## src/hw/sysref_sync_pkg.sv

```systemverilog
// shared constants and types of the sysref capture and chip sync block
package sysref_sync_pkg;

    // ---------------------------------------------------------------
    // register offsets
    // ---------------------------------------------------------------
    localparam logic [15:0] ADDR_CLK_DIV      = 16'h010b;
    localparam logic [15:0] ADDR_CAPTURE_CTRL = 16'h0120;
    localparam logic [15:0] ADDR_IGNORE_CNT   = 16'h0121;
    localparam logic [15:0] ADDR_SKEW_WINDOW  = 16'h0122;
    localparam logic [15:0] ADDR_TS_DELAY     = 16'h0123;
    localparam logic [15:0] ADDR_MONITOR      = 16'h0128;
    localparam logic [15:0] ADDR_SYNC_MODE    = 16'h01ff;
    localparam logic [15:0] ADDR_CB_FUNC_LO   = 16'h0559;
    localparam logic [15:0] ADDR_CB_FUNC_HI   = 16'h055a;
    localparam logic [15:0] ADDR_CB_COUNT     = 16'h058f;

    // ---------------------------------------------------------------
    // field positions
    // ---------------------------------------------------------------
    localparam int DIV_LSB       = 0;
    localparam int DIV_MSB       = 3;
    localparam int MODE_LSB      = 1;
    localparam int MODE_MSB      = 2;
    localparam int CLK_EDGE_BIT  = 3;
    localparam int TRANS_BIT     = 4;
    localparam int IGN_LSB       = 0;
    localparam int IGN_MSB       = 3;
    localparam int SKEW_POS_LSB  = 0;
    localparam int SKEW_POS_MSB  = 1;
    localparam int SKEW_NEG_LSB  = 2;
    localparam int SKEW_NEG_MSB  = 3;
    localparam int SYNC_MODE_BIT = 0;
    localparam int CB_CNT_LSB    = 6;
    localparam int CB_CNT_MSB    = 7;

    // ---------------------------------------------------------------
    // reset values and codes
    // ---------------------------------------------------------------
    localparam logic [7:0] RST_REG       = 8'h00;
    localparam logic [1:0] MODE_OFF      = 2'h0;
    localparam logic [1:0] MODE_CONT     = 2'h1;
    localparam logic [1:0] MODE_NSHOT    = 2'h2;
    localparam logic [3:0] FUNC_SYSREF   = 4'h5;
    localparam logic [3:0] SETUP_GOOD    = 4'h8;
    localparam logic [3:0] HOLD_BASE     = 4'h8;
    localparam logic [7:0] MON_GOOD      = 8'h88;
    localparam int         LMFC_PERIOD   = 32;
    localparam int         NUM_CB        = 3;

    // ---------------------------------------------------------------
    // types
    // ---------------------------------------------------------------
    typedef struct packed {
        logic clkDiv;
        logic ddc;
        logic sigMon;
        logic link;
    } resync_t;

    typedef enum logic [1:0] {
        CAP_IDLE,
        CAP_IGNORING,
        CAP_LIVE
    } cap_state_t;

endpackage

```

## src/hw/sysref_edge_monitor.sv

```systemverilog
// sysref synchroniser, edge and transition selection, setup/hold monitor
`timescale 1ns/1ps
`default_nettype none

module sysref_edge_monitor (
    input  wire logic       sys_clk,    // system clock
    input  wire logic       nrst,       // async reset, active low
    input  wire logic       sysrefIn,   // sysref pin level
    input  wire logic       fallSel,    // 1: high-to-low is the event
    input  wire logic       lateSel,    // 1: capture on the later edge
    input  wire logic [7:0] minWidth,   // least pulse width in cycles
    output logic            capEvent,   // one-cycle capture pulse
    output logic [7:0]      monitorVal  // hold nibble, setup nibble
);

    logic       sync1_reg, sync2_reg, sync3_reg, prevLvl_reg, measuring_reg;
    logic       sync3_next, prevLvl_next, measuring_next, capEvent_next;
    logic [3:0] preCnt_reg, preCnt_next, setupV_reg, setupV_next;
    logic [7:0] postCnt_reg, postCnt_next, mon_next, deficit;
    logic       sample, lvl, edgeSeen;

    // ---------------------------------------------------------------
    // next state
    // ---------------------------------------------------------------
    always_comb begin
        sample         = lateSel ? sync3_reg : sync2_reg;
        lvl            = sample ^ fallSel;
        edgeSeen       = lvl & ~prevLvl_reg;
        sync3_next     = sync2_reg;
        prevLvl_next   = lvl;
        capEvent_next  = edgeSeen;
        preCnt_next    = preCnt_reg;
        setupV_next    = setupV_reg;
        postCnt_next   = postCnt_reg;
        measuring_next = measuring_reg;
        mon_next       = monitorVal;
        deficit        = minWidth - postCnt_reg;
        // stable-low run before the edge gives the setup margin
        if (lvl) begin
            preCnt_next = 4'h0;
        end else if (preCnt_reg != sysref_sync_pkg::SETUP_GOOD) begin
            preCnt_next = preCnt_reg + 4'h1;
        end
        if (edgeSeen) begin
            setupV_next    = preCnt_reg;
            postCnt_next   = 8'h01;
            measuring_next = 1'b1;
        end else if (measuring_reg) begin
            if (lvl && postCnt_reg < minWidth) begin
                postCnt_next = postCnt_reg + 8'h01;
            end else begin
                measuring_next = 1'b0;
                if (setupV_reg != sysref_sync_pkg::SETUP_GOOD) begin
                    mon_next = {4'h0, setupV_reg};
                end else if (postCnt_reg < minWidth) begin
                    mon_next = {sysref_sync_pkg::HOLD_BASE + ((deficit > 8'h07) ? 4'h7
                                : deficit[3:0]), 4'h0};
                end else begin
                    mon_next = sysref_sync_pkg::MON_GOOD;
                end
            end
        end
    end

    // ---------------------------------------------------------------
    // registers
    // ---------------------------------------------------------------
    always_ff @(posedge sys_clk or negedge nrst) begin
        if (!nrst) begin
            sync1_reg     <= 1'b0;
            sync2_reg     <= 1'b0;
            sync3_reg     <= 1'b0;
            prevLvl_reg   <= 1'b0;
            measuring_reg <= 1'b0;
            capEvent      <= 1'b0;
            preCnt_reg    <= 4'h0;
            setupV_reg    <= 4'h0;
            postCnt_reg   <= 8'h00;
            monitorVal    <= 8'h00;
        end else begin
            sync1_reg     <= sysrefIn;
            sync2_reg     <= sync1_reg;
            sync3_reg     <= sync3_next;
            prevLvl_reg   <= prevLvl_next;
            measuring_reg <= measuring_next;
            capEvent      <= capEvent_next;
            preCnt_reg    <= preCnt_next;
            setupV_reg    <= setupV_next;
            postCnt_reg   <= postCnt_next;
            monitorVal    <= mon_next;
        end
    end

endmodule

`default_nettype wire

```

## src/hw/sysref_capture_sync.sv

```systemverilog
// sysref capture state machine, divider resync and sample timestamping
//
// Contract
// - sync mode bit selects divider resync (0, default) or timestamping (1).
// - normal mode capture resyncs clock divider, downconverters, monitor, link clocks.
// - timestamp mode leaves clocks running and flags the sample on control bits.
// - timestamping only without decimation.
// - each control bit has a 4-bit function; code 5 carries the sysref flag.
// - timestamp delay shifts which sample gets the flag.
// - nonzero mode write selects input type and arms capture.
// - N-shot mode field self-clears after the qualifying transition.
// - transition bit selects rising (0) or falling (1) sysref event.
// - clock edge bit selects rising (0) or falling (1) sampling edge; here 1 takes the rising-edge sample one clock later.
// - N-shot ignores programmed number of events before acting.
// - continuous mode resyncs when capture misses the LMFC-aligned edge.
// - skew window from two 2-bit fields suppresses resync.
// - negative skew counts before phase zero, positive after.
// - monitor register shows hold and setup nibbles of the last capture.
// - hold zero with setup below eight flags a setup problem.
// - setup zero with hold above eight flags a hold problem.
// - setup eight or hold eight means a clean capture.
`timescale 1ns/1ps
`default_nettype none

module sysref_capture_sync #(
    parameter int LMFC_CYCLES = sysref_sync_pkg::LMFC_PERIOD  // S times K
) (
    input  wire logic                     sys_clk,      // 200 MHz clock
    input  wire logic                     nrst,         // async reset, low
    input  wire logic                     sysrefIn,     // sysref pin
    input  wire logic                     decimationOn, // datapath decimates
    input  wire logic                     regWrEn,      // register write
    input  wire logic                     regRdEn,      // register read
    input  wire logic [15:0]              regAddr,      // register address
    input  wire logic [7:0]               regWrData,    // write data
    output logic [7:0]                    regRdData,    // read data
    output sysref_sync_pkg::resync_t      resyncOut,    // resync pulses
    output logic [sysref_sync_pkg::NUM_CB-1:0] ctrlBits, // sample ctrl bits
    output logic                          captureArmed  // capture armed
);

    // ---------------------------------------------------------------
    // register file
    // ---------------------------------------------------------------
    logic [7:0] clkDiv_reg, capCtrl_reg, ignCnt_reg, skew_reg, tsDelay_reg;
    logic [7:0] syncMode_reg, cbLo_reg, cbHi_reg, cbCount_reg;
    logic [7:0] clkDiv_next, capCtrl_next, ignCnt_next, skew_next;
    logic [7:0] tsDelay_next, syncMode_next, cbLo_next, cbHi_next;
    logic [7:0] cbCount_next, rdData_next;
    logic [7:0] monitorVal, minWidth;
    logic [3:0] divCode;
    logic [1:0] modeField;
    logic       capEvent, selfClear;

    assign modeField = capCtrl_reg[sysref_sync_pkg::MODE_MSB:sysref_sync_pkg::MODE_LSB];
    assign divCode   = clkDiv_reg[sysref_sync_pkg::DIV_MSB:sysref_sync_pkg::DIV_LSB];
    // code 0 is divide by 1; the source must hold two clocks per divided period
    // one spare bit keeps divide by 16 from wrapping to zero
    assign minWidth  = {2'h0, {1'b0, divCode} + 5'h01, 1'b0};

    sysref_edge_monitor i_sysref_edge_monitor (
        .sys_clk    (sys_clk),
        .nrst       (nrst),
        .sysrefIn   (sysrefIn),
        .fallSel    (capCtrl_reg[sysref_sync_pkg::TRANS_BIT]),
        .lateSel    (capCtrl_reg[sysref_sync_pkg::CLK_EDGE_BIT]),
        .minWidth   (minWidth),
        .capEvent   (capEvent),
        .monitorVal (monitorVal)
    );

    always_comb begin
        clkDiv_next   = clkDiv_reg;
        capCtrl_next  = capCtrl_reg;
        ignCnt_next   = ignCnt_reg;
        skew_next     = skew_reg;
        tsDelay_next  = tsDelay_reg;
        syncMode_next = syncMode_reg;
        cbLo_next     = cbLo_reg;
        cbHi_next     = cbHi_reg;
        cbCount_next  = cbCount_reg;
        // a software write in the same cycle wins over the self-clear
        if (selfClear) begin
            capCtrl_next[sysref_sync_pkg::MODE_MSB:sysref_sync_pkg::MODE_LSB]
                = sysref_sync_pkg::MODE_OFF;
        end
        if (regWrEn) begin
            unique case (regAddr)
                sysref_sync_pkg::ADDR_CLK_DIV:      clkDiv_next   = regWrData;
                sysref_sync_pkg::ADDR_CAPTURE_CTRL: capCtrl_next  = regWrData;
                sysref_sync_pkg::ADDR_IGNORE_CNT:   ignCnt_next   = regWrData;
                sysref_sync_pkg::ADDR_SKEW_WINDOW:  skew_next     = regWrData;
                sysref_sync_pkg::ADDR_TS_DELAY:     tsDelay_next  = regWrData;
                sysref_sync_pkg::ADDR_SYNC_MODE:    syncMode_next = regWrData;
                sysref_sync_pkg::ADDR_CB_FUNC_LO:   cbLo_next     = regWrData;
                sysref_sync_pkg::ADDR_CB_FUNC_HI:   cbHi_next     = regWrData;
                sysref_sync_pkg::ADDR_CB_COUNT:     cbCount_next  = regWrData;
                default:                            clkDiv_next   = clkDiv_reg;
            endcase
        end
        rdData_next = regRdData;
        if (regRdEn) begin
            unique case (regAddr)
                sysref_sync_pkg::ADDR_CLK_DIV:      rdData_next = clkDiv_reg;
                sysref_sync_pkg::ADDR_CAPTURE_CTRL: rdData_next = capCtrl_reg;
                sysref_sync_pkg::ADDR_IGNORE_CNT:   rdData_next = ignCnt_reg;
                sysref_sync_pkg::ADDR_SKEW_WINDOW:  rdData_next = skew_reg;
                sysref_sync_pkg::ADDR_TS_DELAY:     rdData_next = tsDelay_reg;
                sysref_sync_pkg::ADDR_MONITOR:      rdData_next = monitorVal;
                sysref_sync_pkg::ADDR_SYNC_MODE:    rdData_next = syncMode_reg;
                sysref_sync_pkg::ADDR_CB_FUNC_LO:   rdData_next = cbLo_reg;
                sysref_sync_pkg::ADDR_CB_FUNC_HI:   rdData_next = cbHi_reg;
                sysref_sync_pkg::ADDR_CB_COUNT:     rdData_next = cbCount_reg;
                default:                            rdData_next = 8'h00;
            endcase
        end
    end

    always_ff @(posedge sys_clk or negedge nrst) begin
        if (!nrst) begin
            clkDiv_reg   <= sysref_sync_pkg::RST_REG;
            capCtrl_reg  <= sysref_sync_pkg::RST_REG;
            ignCnt_reg   <= sysref_sync_pkg::RST_REG;
            skew_reg     <= sysref_sync_pkg::RST_REG;
            tsDelay_reg  <= sysref_sync_pkg::RST_REG;
            syncMode_reg <= sysref_sync_pkg::RST_REG;
            cbLo_reg     <= sysref_sync_pkg::RST_REG;
            cbHi_reg     <= sysref_sync_pkg::RST_REG;
            cbCount_reg  <= sysref_sync_pkg::RST_REG;
            regRdData    <= 8'h00;
        end else begin
            clkDiv_reg   <= clkDiv_next;
            capCtrl_reg  <= capCtrl_next;
            ignCnt_reg   <= ignCnt_next;
            skew_reg     <= skew_next;
            tsDelay_reg  <= tsDelay_next;
            syncMode_reg <= syncMode_next;
            cbLo_reg     <= cbLo_next;
            cbHi_reg     <= cbHi_next;
            cbCount_reg  <= cbCount_next;
            regRdData    <= rdData_next;
        end
    end

    // ---------------------------------------------------------------
    // capture state machine and lmfc phase
    // ---------------------------------------------------------------
    sysref_sync_pkg::cap_state_t state_reg, state_next;
    logic [3:0] ignLeft_reg, ignLeft_next;
    logic [7:0] lmfcPhase_reg, lmfcPhase_next, tsCnt_reg, tsCnt_next;
    logic [7:0] negWin, posWin;
    logic       tsPending_reg, tsPending_next, tsFlag, armWrite;
    logic       act, inWindow, doResync, doStamp;
    sysref_sync_pkg::resync_t resync_next;
    logic [sysref_sync_pkg::NUM_CB-1:0] ctrl_next;
    logic [3:0] cbFunc [sysref_sync_pkg::NUM_CB];
    logic [1:0] cbCount;

    assign negWin  = {6'h00,
                      skew_reg[sysref_sync_pkg::SKEW_NEG_MSB:sysref_sync_pkg::SKEW_NEG_LSB]};
    assign posWin  = {6'h00,
                      skew_reg[sysref_sync_pkg::SKEW_POS_MSB:sysref_sync_pkg::SKEW_POS_LSB]};
    assign cbCount = cbCount_reg[sysref_sync_pkg::CB_CNT_MSB:sysref_sync_pkg::CB_CNT_LSB];
    assign cbFunc[0] = cbLo_reg[3:0];
    assign cbFunc[1] = cbLo_reg[7:4];
    assign cbFunc[2] = cbHi_reg[3:0];
    // changing bit 4 while arming can raise a false edge; set it first
    assign armWrite  = regWrEn && regAddr == sysref_sync_pkg::ADDR_CAPTURE_CTRL;

    always_comb begin
        state_next     = state_reg;
        ignLeft_next   = ignLeft_reg;
        lmfcPhase_next = (lmfcPhase_reg == 8'(LMFC_CYCLES - 1)) ? 8'h00
                         : lmfcPhase_reg + 8'h01;
        tsCnt_next     = tsCnt_reg;
        tsPending_next = tsPending_reg;
        resync_next    = '0;
        selfClear      = 1'b0;
        act            = 1'b0;
        doResync       = 1'b0;
        doStamp        = 1'b0;
        tsFlag         = 1'b0;
        // before phase zero counts as negative skew, after it as positive
        inWindow = (lmfcPhase_reg <= posWin) ||
                   (lmfcPhase_reg >= 8'(LMFC_CYCLES) - negWin);
        unique case (state_reg)
            sysref_sync_pkg::CAP_IDLE: begin
            end
            sysref_sync_pkg::CAP_IGNORING: begin
                if (capEvent) begin
                    ignLeft_next = ignLeft_reg - 4'h1;
                    if (ignLeft_reg == 4'h1) begin
                        state_next = sysref_sync_pkg::CAP_LIVE;
                    end
                end
            end
            sysref_sync_pkg::CAP_LIVE: begin
                if (capEvent) begin
                    act = 1'b1;
                    if (modeField == sysref_sync_pkg::MODE_NSHOT) begin
                        selfClear  = 1'b1;
                        state_next = sysref_sync_pkg::CAP_IDLE;
                    end
                end
            end
        endcase
        // any write of the mode field re-arms or disarms the machine
        if (armWrite) begin
            // count comes from its own register, latched on each arming write
            ignLeft_next = ignCnt_reg[sysref_sync_pkg::IGN_MSB:sysref_sync_pkg::IGN_LSB];
            if (regWrData[sysref_sync_pkg::MODE_MSB:sysref_sync_pkg::MODE_LSB]
                    == sysref_sync_pkg::MODE_OFF) begin
                state_next = sysref_sync_pkg::CAP_IDLE;
            end else if (regWrData[sysref_sync_pkg::MODE_MSB:sysref_sync_pkg::MODE_LSB]
                    == sysref_sync_pkg::MODE_NSHOT && ignLeft_next != 4'h0) begin
                state_next = sysref_sync_pkg::CAP_IGNORING;
            end else begin
                state_next = sysref_sync_pkg::CAP_LIVE;
            end
        end
        if (act) begin
            if (syncMode_reg[sysref_sync_pkg::SYNC_MODE_BIT]) begin
                doStamp = !decimationOn;
            end else if (modeField == sysref_sync_pkg::MODE_NSHOT) begin
                doResync = 1'b1;
            end else begin
                doResync = !inWindow;
            end
        end
        // restart at one: the capture cycle itself becomes phase zero
        if (doResync) begin
            resync_next    = '1;
            lmfcPhase_next = 8'h01;
        end
        // delay zero flags the capture sample itself
        if (tsPending_reg) begin
            tsCnt_next = tsCnt_reg - 8'h01;
            if (tsCnt_reg == 8'h01) begin
                tsFlag         = 1'b1;
                tsPending_next = 1'b0;
            end
        end
        // a new stamp while one is pending restarts the delay
        if (doStamp) begin
            if (tsDelay_reg == 8'h00) begin
                tsFlag = 1'b1;
            end else begin
                tsCnt_next     = tsDelay_reg;
                tsPending_next = 1'b1;
            end
        end
    end

    // ---------------------------------------------------------------
    // control bit routing
    // ---------------------------------------------------------------

    genvar gi;
    generate
        for (gi = 0; gi < sysref_sync_pkg::NUM_CB; gi++) begin : g_cb
            // only enabled control bits set to the sysref function carry the flag
            assign ctrl_next[gi] = tsFlag && (gi < int'(cbCount)) &&
                                   cbFunc[gi] == sysref_sync_pkg::FUNC_SYSREF;
        end
    endgenerate

    // ---------------------------------------------------------------
    // output registers
    // ---------------------------------------------------------------

    always_ff @(posedge sys_clk or negedge nrst) begin
        if (!nrst) begin
            state_reg     <= sysref_sync_pkg::CAP_IDLE;
            ignLeft_reg   <= 4'h0;
            lmfcPhase_reg <= 8'h00;
            tsCnt_reg     <= 8'h00;
            tsPending_reg <= 1'b0;
            resyncOut     <= '0;
            ctrlBits      <= '0;
            captureArmed  <= 1'b0;
        end else begin
            state_reg     <= state_next;
            ignLeft_reg   <= ignLeft_next;
            lmfcPhase_reg <= lmfcPhase_next;
            tsCnt_reg     <= tsCnt_next;
            tsPending_reg <= tsPending_next;
            resyncOut     <= resync_next;
            ctrlBits      <= ctrl_next;
            captureArmed  <= state_next != sysref_sync_pkg::CAP_IDLE;
        end
    end

endmodule

`default_nettype wire

```

## config.mk

```make
export PLATFORM = sky130hd
export DESIGN_NAME = sysref_capture_sync
export DESIGN_NICKNAME = d
export VERILOG_FILES = /design/src/hw/sysref_sync_pkg.sv /design/src/hw/sysref_edge_monitor.sv /design/src/hw/sysref_capture_sync.sv
export SDC_FILE = /design/constraint.sdc
export NUM_CORES = 1
export LEC_CHECK = 0
export ABC_AREA = 1
export BUFFER_PORTS_ARGS = -buffer_cell sky130_fd_sc_hd__clkbuf_2
export CAP_MARGIN = 10
export CORE_MARGIN = 3
export CORE_UTILIZATION = 50
export DETAILED_ROUTE_END_ITERATION = 16
export GPL_TIMING_DRIVEN = 0
export PLACE_DENSITY = 0.66
export SLEW_MARGIN = 20
export SYNTH_ARGS = -nofsm -noshare
export SYNTH_HDL_FRONTEND = slang
export SYNTH_SLANG_ARGS = --single-unit
```

## constraint.sdc

```tcl
create_clock -name sys_clk -period 2.38 [get_ports sys_clk]
set_input_delay 0.238 -clock sys_clk [delete_from_list [all_inputs] [get_ports sys_clk]]
set_output_delay 0.238 -clock sys_clk [all_outputs]
set_load 0.005 [all_outputs]
```

==> out/summary.txt <==
Worst Min Path Start = regWrData[1]
Register-to-register setup slack = 0.22 ns
Crit-path leading delay family = simple AND/OR/NAND/NOR gates
Io pins = 46
WP data arrival = 2.51 ns
Worst-Skew Late Latency = 0.42 ns
Hold EP = capCtrl_reg[1]$_DFF_PN0_
Diodes inserted = 0
Fmax = 463 MHz
Sequential element share of the synthesized area = 0.459
Seq. cell area = 0.00346 mm2
Critical path type = flop to flop
Reg2reg path depth = 12
Avg Inst Size Synth = 7.93 um2
Total CTS buffers = 17
Layout filler cell count = 1325
CP Data Required Time = 2.73 ns
Die X = 129 um
Setup Skew = 0.00933 ns
Commonest cells after routing, fill and taps aside = 258 x nand2_1, 136 x dfrtp_1, 116 x nand3_1
Starting density of the core = 0.513
P&R area growth vs syn = 16.1%
GRT Total Usage = 0.236
YS warnings = 0
Worst Hold Path Cells = 3
Pre-CTS setup slack = -0.0244 ns
Crit path max-delay cell type = dfrtp_2
Slew @ Worst Pin = 0.658 ns
Antenna violations before repair = 0
CP endpoint kind = flop
Clock Pin Slew Worst Setup and Hold Paths = 0.06 ns
Via count = 6460
R2R Path End = i_sysref_edge_monitor.postCnt_reg[5]$_DFFE_PN0P_
Worst Path Max Fanout = 7
RSZ-0062 raised after global routing = no
Status = complete, no violations
Max cap viols = 0
PwrDens = 708 mW/mm2
Rows = 44
Synthesized flop and latch total = 138
Clk buf depth = 2
I/O Buffers = 44
Die H = 129 um
Largest net degree at the start of global routing = 77
Final core utilization = 0.596
Multi-input logic area = 0.00358 mm2
Worst vdd rail ir drop = 0.523 mV
Setup ws final = 0.219 ns
DR DRC count = 0
Clock Tree Root = clkbuf_16
Syn Std Cell Area = 0.00752 mm2
Worst slew margin = 0.561
1st-iter DRT viols = 369
Drt first pass iters = 5
Post-route clock period utilization = 0.908
Final WL = 18900 um
R2R Path Start = clkDiv_reg[0]$_DFFE_PN0P_
Vias per inst = 5.31
Antenna viol nets, final = 0
Share of layout cells above drive strength 1 = 0.144
TritonCTS clock tree = yes
Worst Hold Class = input pin to flop
Syn_nets = 1005
Clock sinks = 138
GP Congestion = 0.890
Global-route wire length before repair = 30200 um
Die area = 0.0165 mm2
Wirelength per Cell = 15.5 um
Number of global-route vias before repair = 5864
Final Net Count = 1078
H-tree Lvls = 4
Final hold vios = 0
Crit path buf inv count = 2
Cell leakage power = 4.37 nW
Total grt overflow = 0
Final Max Tran Viols = 0
Core Area = 0.0146 mm2
Overall Power = 6.18 mW
Worst hold margin = 0.0982 ns
Synth cell types = 39
Most common cell after layout, fill and taps aside = nand2_1
Finish-stage setup viols = 0
CP Cell Sequence = ha_4 > ha_1 > clkbuf_4 > nand2_1 > nor2_2 > nand2_1 > nand3_4 > nand3_4 > nor2_4 > buf_4 > a21oi_1 > nor2_1
Critical Path Max Stage Delay = 0.44 ns
Startpoint types = flop
HPWL after DPL = 13500 um
Syn Inst Count = 948
Final min period = 2.16 ns
-- routing by layer --
| metal | up-vias | track usage | routed length [um] |
|---|---|---|---|
| li1 | 3240 | - | - |
| met1 | 3051 | 0.345 | 8990 |
| met2 | 151 | 0.364 | 8730 |
| met3 | 18 | 0.0457 | 960 |
| met4 | 0 | 0.0568 | 208 |
| met5 | - | 0 | 0 |
-- synthesized netlist by cell type, drive strengths merged --
library cell    n  area (um2)
xor2           15         131
nand2         261         987
clkinv          1        3.75
nand3b          7        52.6
a21o            1        7.51
inv            99         372
nand4           9        62.6
and3            1        6.26
ha             26         325
a31oi           1        6.26
nor4            1        6.26
nand3         128         726
nor2           86         412
dfrtp         138        3450
a21oi          17        85.1
o22ai           2        12.5
o21ai         102         514
fa              1        20.0
o211ai          5        42.5
xnor2           6        52.6
buf            24         153
or2             1        6.26
clkbuf          3        12.5
nor3           13        70.1
-- kinds of logic after synthesis --
kind of cell,share of synthesized area
buf+inv,0.0719
flops,0.459
xor+xnor,0.0245
compound gates,0.0889
fa+ha+maj,0.0459
simple gates,0.310
-- worst register-to-register path: cells and delay by family (launching register included) --
kind,cells,cell delay [ns]
AND/OR/NAND/NOR,7,0.77
adder cells (fa/ha/maj),2,0.52
flip-flops,1,0.44
buffers and inverters,2,0.31
AO/OA/AOI/OAI,1,0.05
-- cell type report --
type | instances | share of cell area
multi-input cells | 683 | 0.410
flip-flops and latches | 138 | 0.396
clock buffers | 21 | 0.0539
inverters | 100 | 0.0430
repair buffers | 54 | 0.0377
well taps | 184 | 0.0264
plain buffers | 27 | 0.0195
clock inverters | 10 | 0.0135
-- how the worst max path moves through the flow --
stage,start,to,slack (ns),cells past startpoint
after floorplan,clkDiv_reg[0]$_DFFE_PN0P_,i_sysref_edge_monitor.monitorVal[1]$_DFFE_PN0P_,0.29,11
after global placement,nrst,i_sysref_edge_monitor.postCnt_reg[4]$_DFFE_PN0P_,-1.26,1
after detailed placement,clkDiv_reg[0]$_DFFE_PN0P_,i_sysref_edge_monitor.postCnt_reg[6]$_DFFE_PN0P_,-0.02,11
after CTS,clkDiv_reg[0]$_DFFE_PN0P_,i_sysref_edge_monitor.postCnt_reg[6]$_DFFE_PN0P_,0.002,11
after global routing,clkDiv_reg[1]$_DFFE_PN0P_,i_sysref_edge_monitor.postCnt_reg[5]$_DFFE_PN0P_,0.01,12
final,clkDiv_reg[0]$_DFFE_PN0P_,i_sysref_edge_monitor.postCnt_reg[5]$_DFFE_PN0P_,0.22,12
-- stage by stage --
| stage | instances | setup TNS [ns] | cell area [um2] |
|---|---|---|---|
| 3_3_place_gp | 1176 | -172.90 | 7970 |
| 4_1_cts | 1212 | 0 | 8640 |
| 6_report | 1217 | 0 | 8730 |
| 3_5_place_dp | 1177 | -0.0244 | 8010 |
| 2_1_floorplan | 948 | 0 | 7520 |
| 5_1_grt | 1217 | 0 | 8730 |
-- report_power, final --
group | internal [mW] | switching, mW | total [mW]
Clock | 1.62 | 0.999 | 2.62
Combinational | 0.368 | 0.597 | 0.965
Sequential | 2.48 | 0.116 | 2.60
-- repair_timing --
| action | 4_1_cts | 5_1_grt |
|---|---|---|
| buffers inserted | 2 | 5 |
| hold endpoints to repair | 76 | 0 |
| cloned | 0 | 0 |
| resized for setup | 3 | 10 |
| hold buffers | 2 | 0 |
| endpoints found under the setup margin | 7 | 15 |
| pin swaps | 1 | 2 |
(Power assumes the default switching activity.)
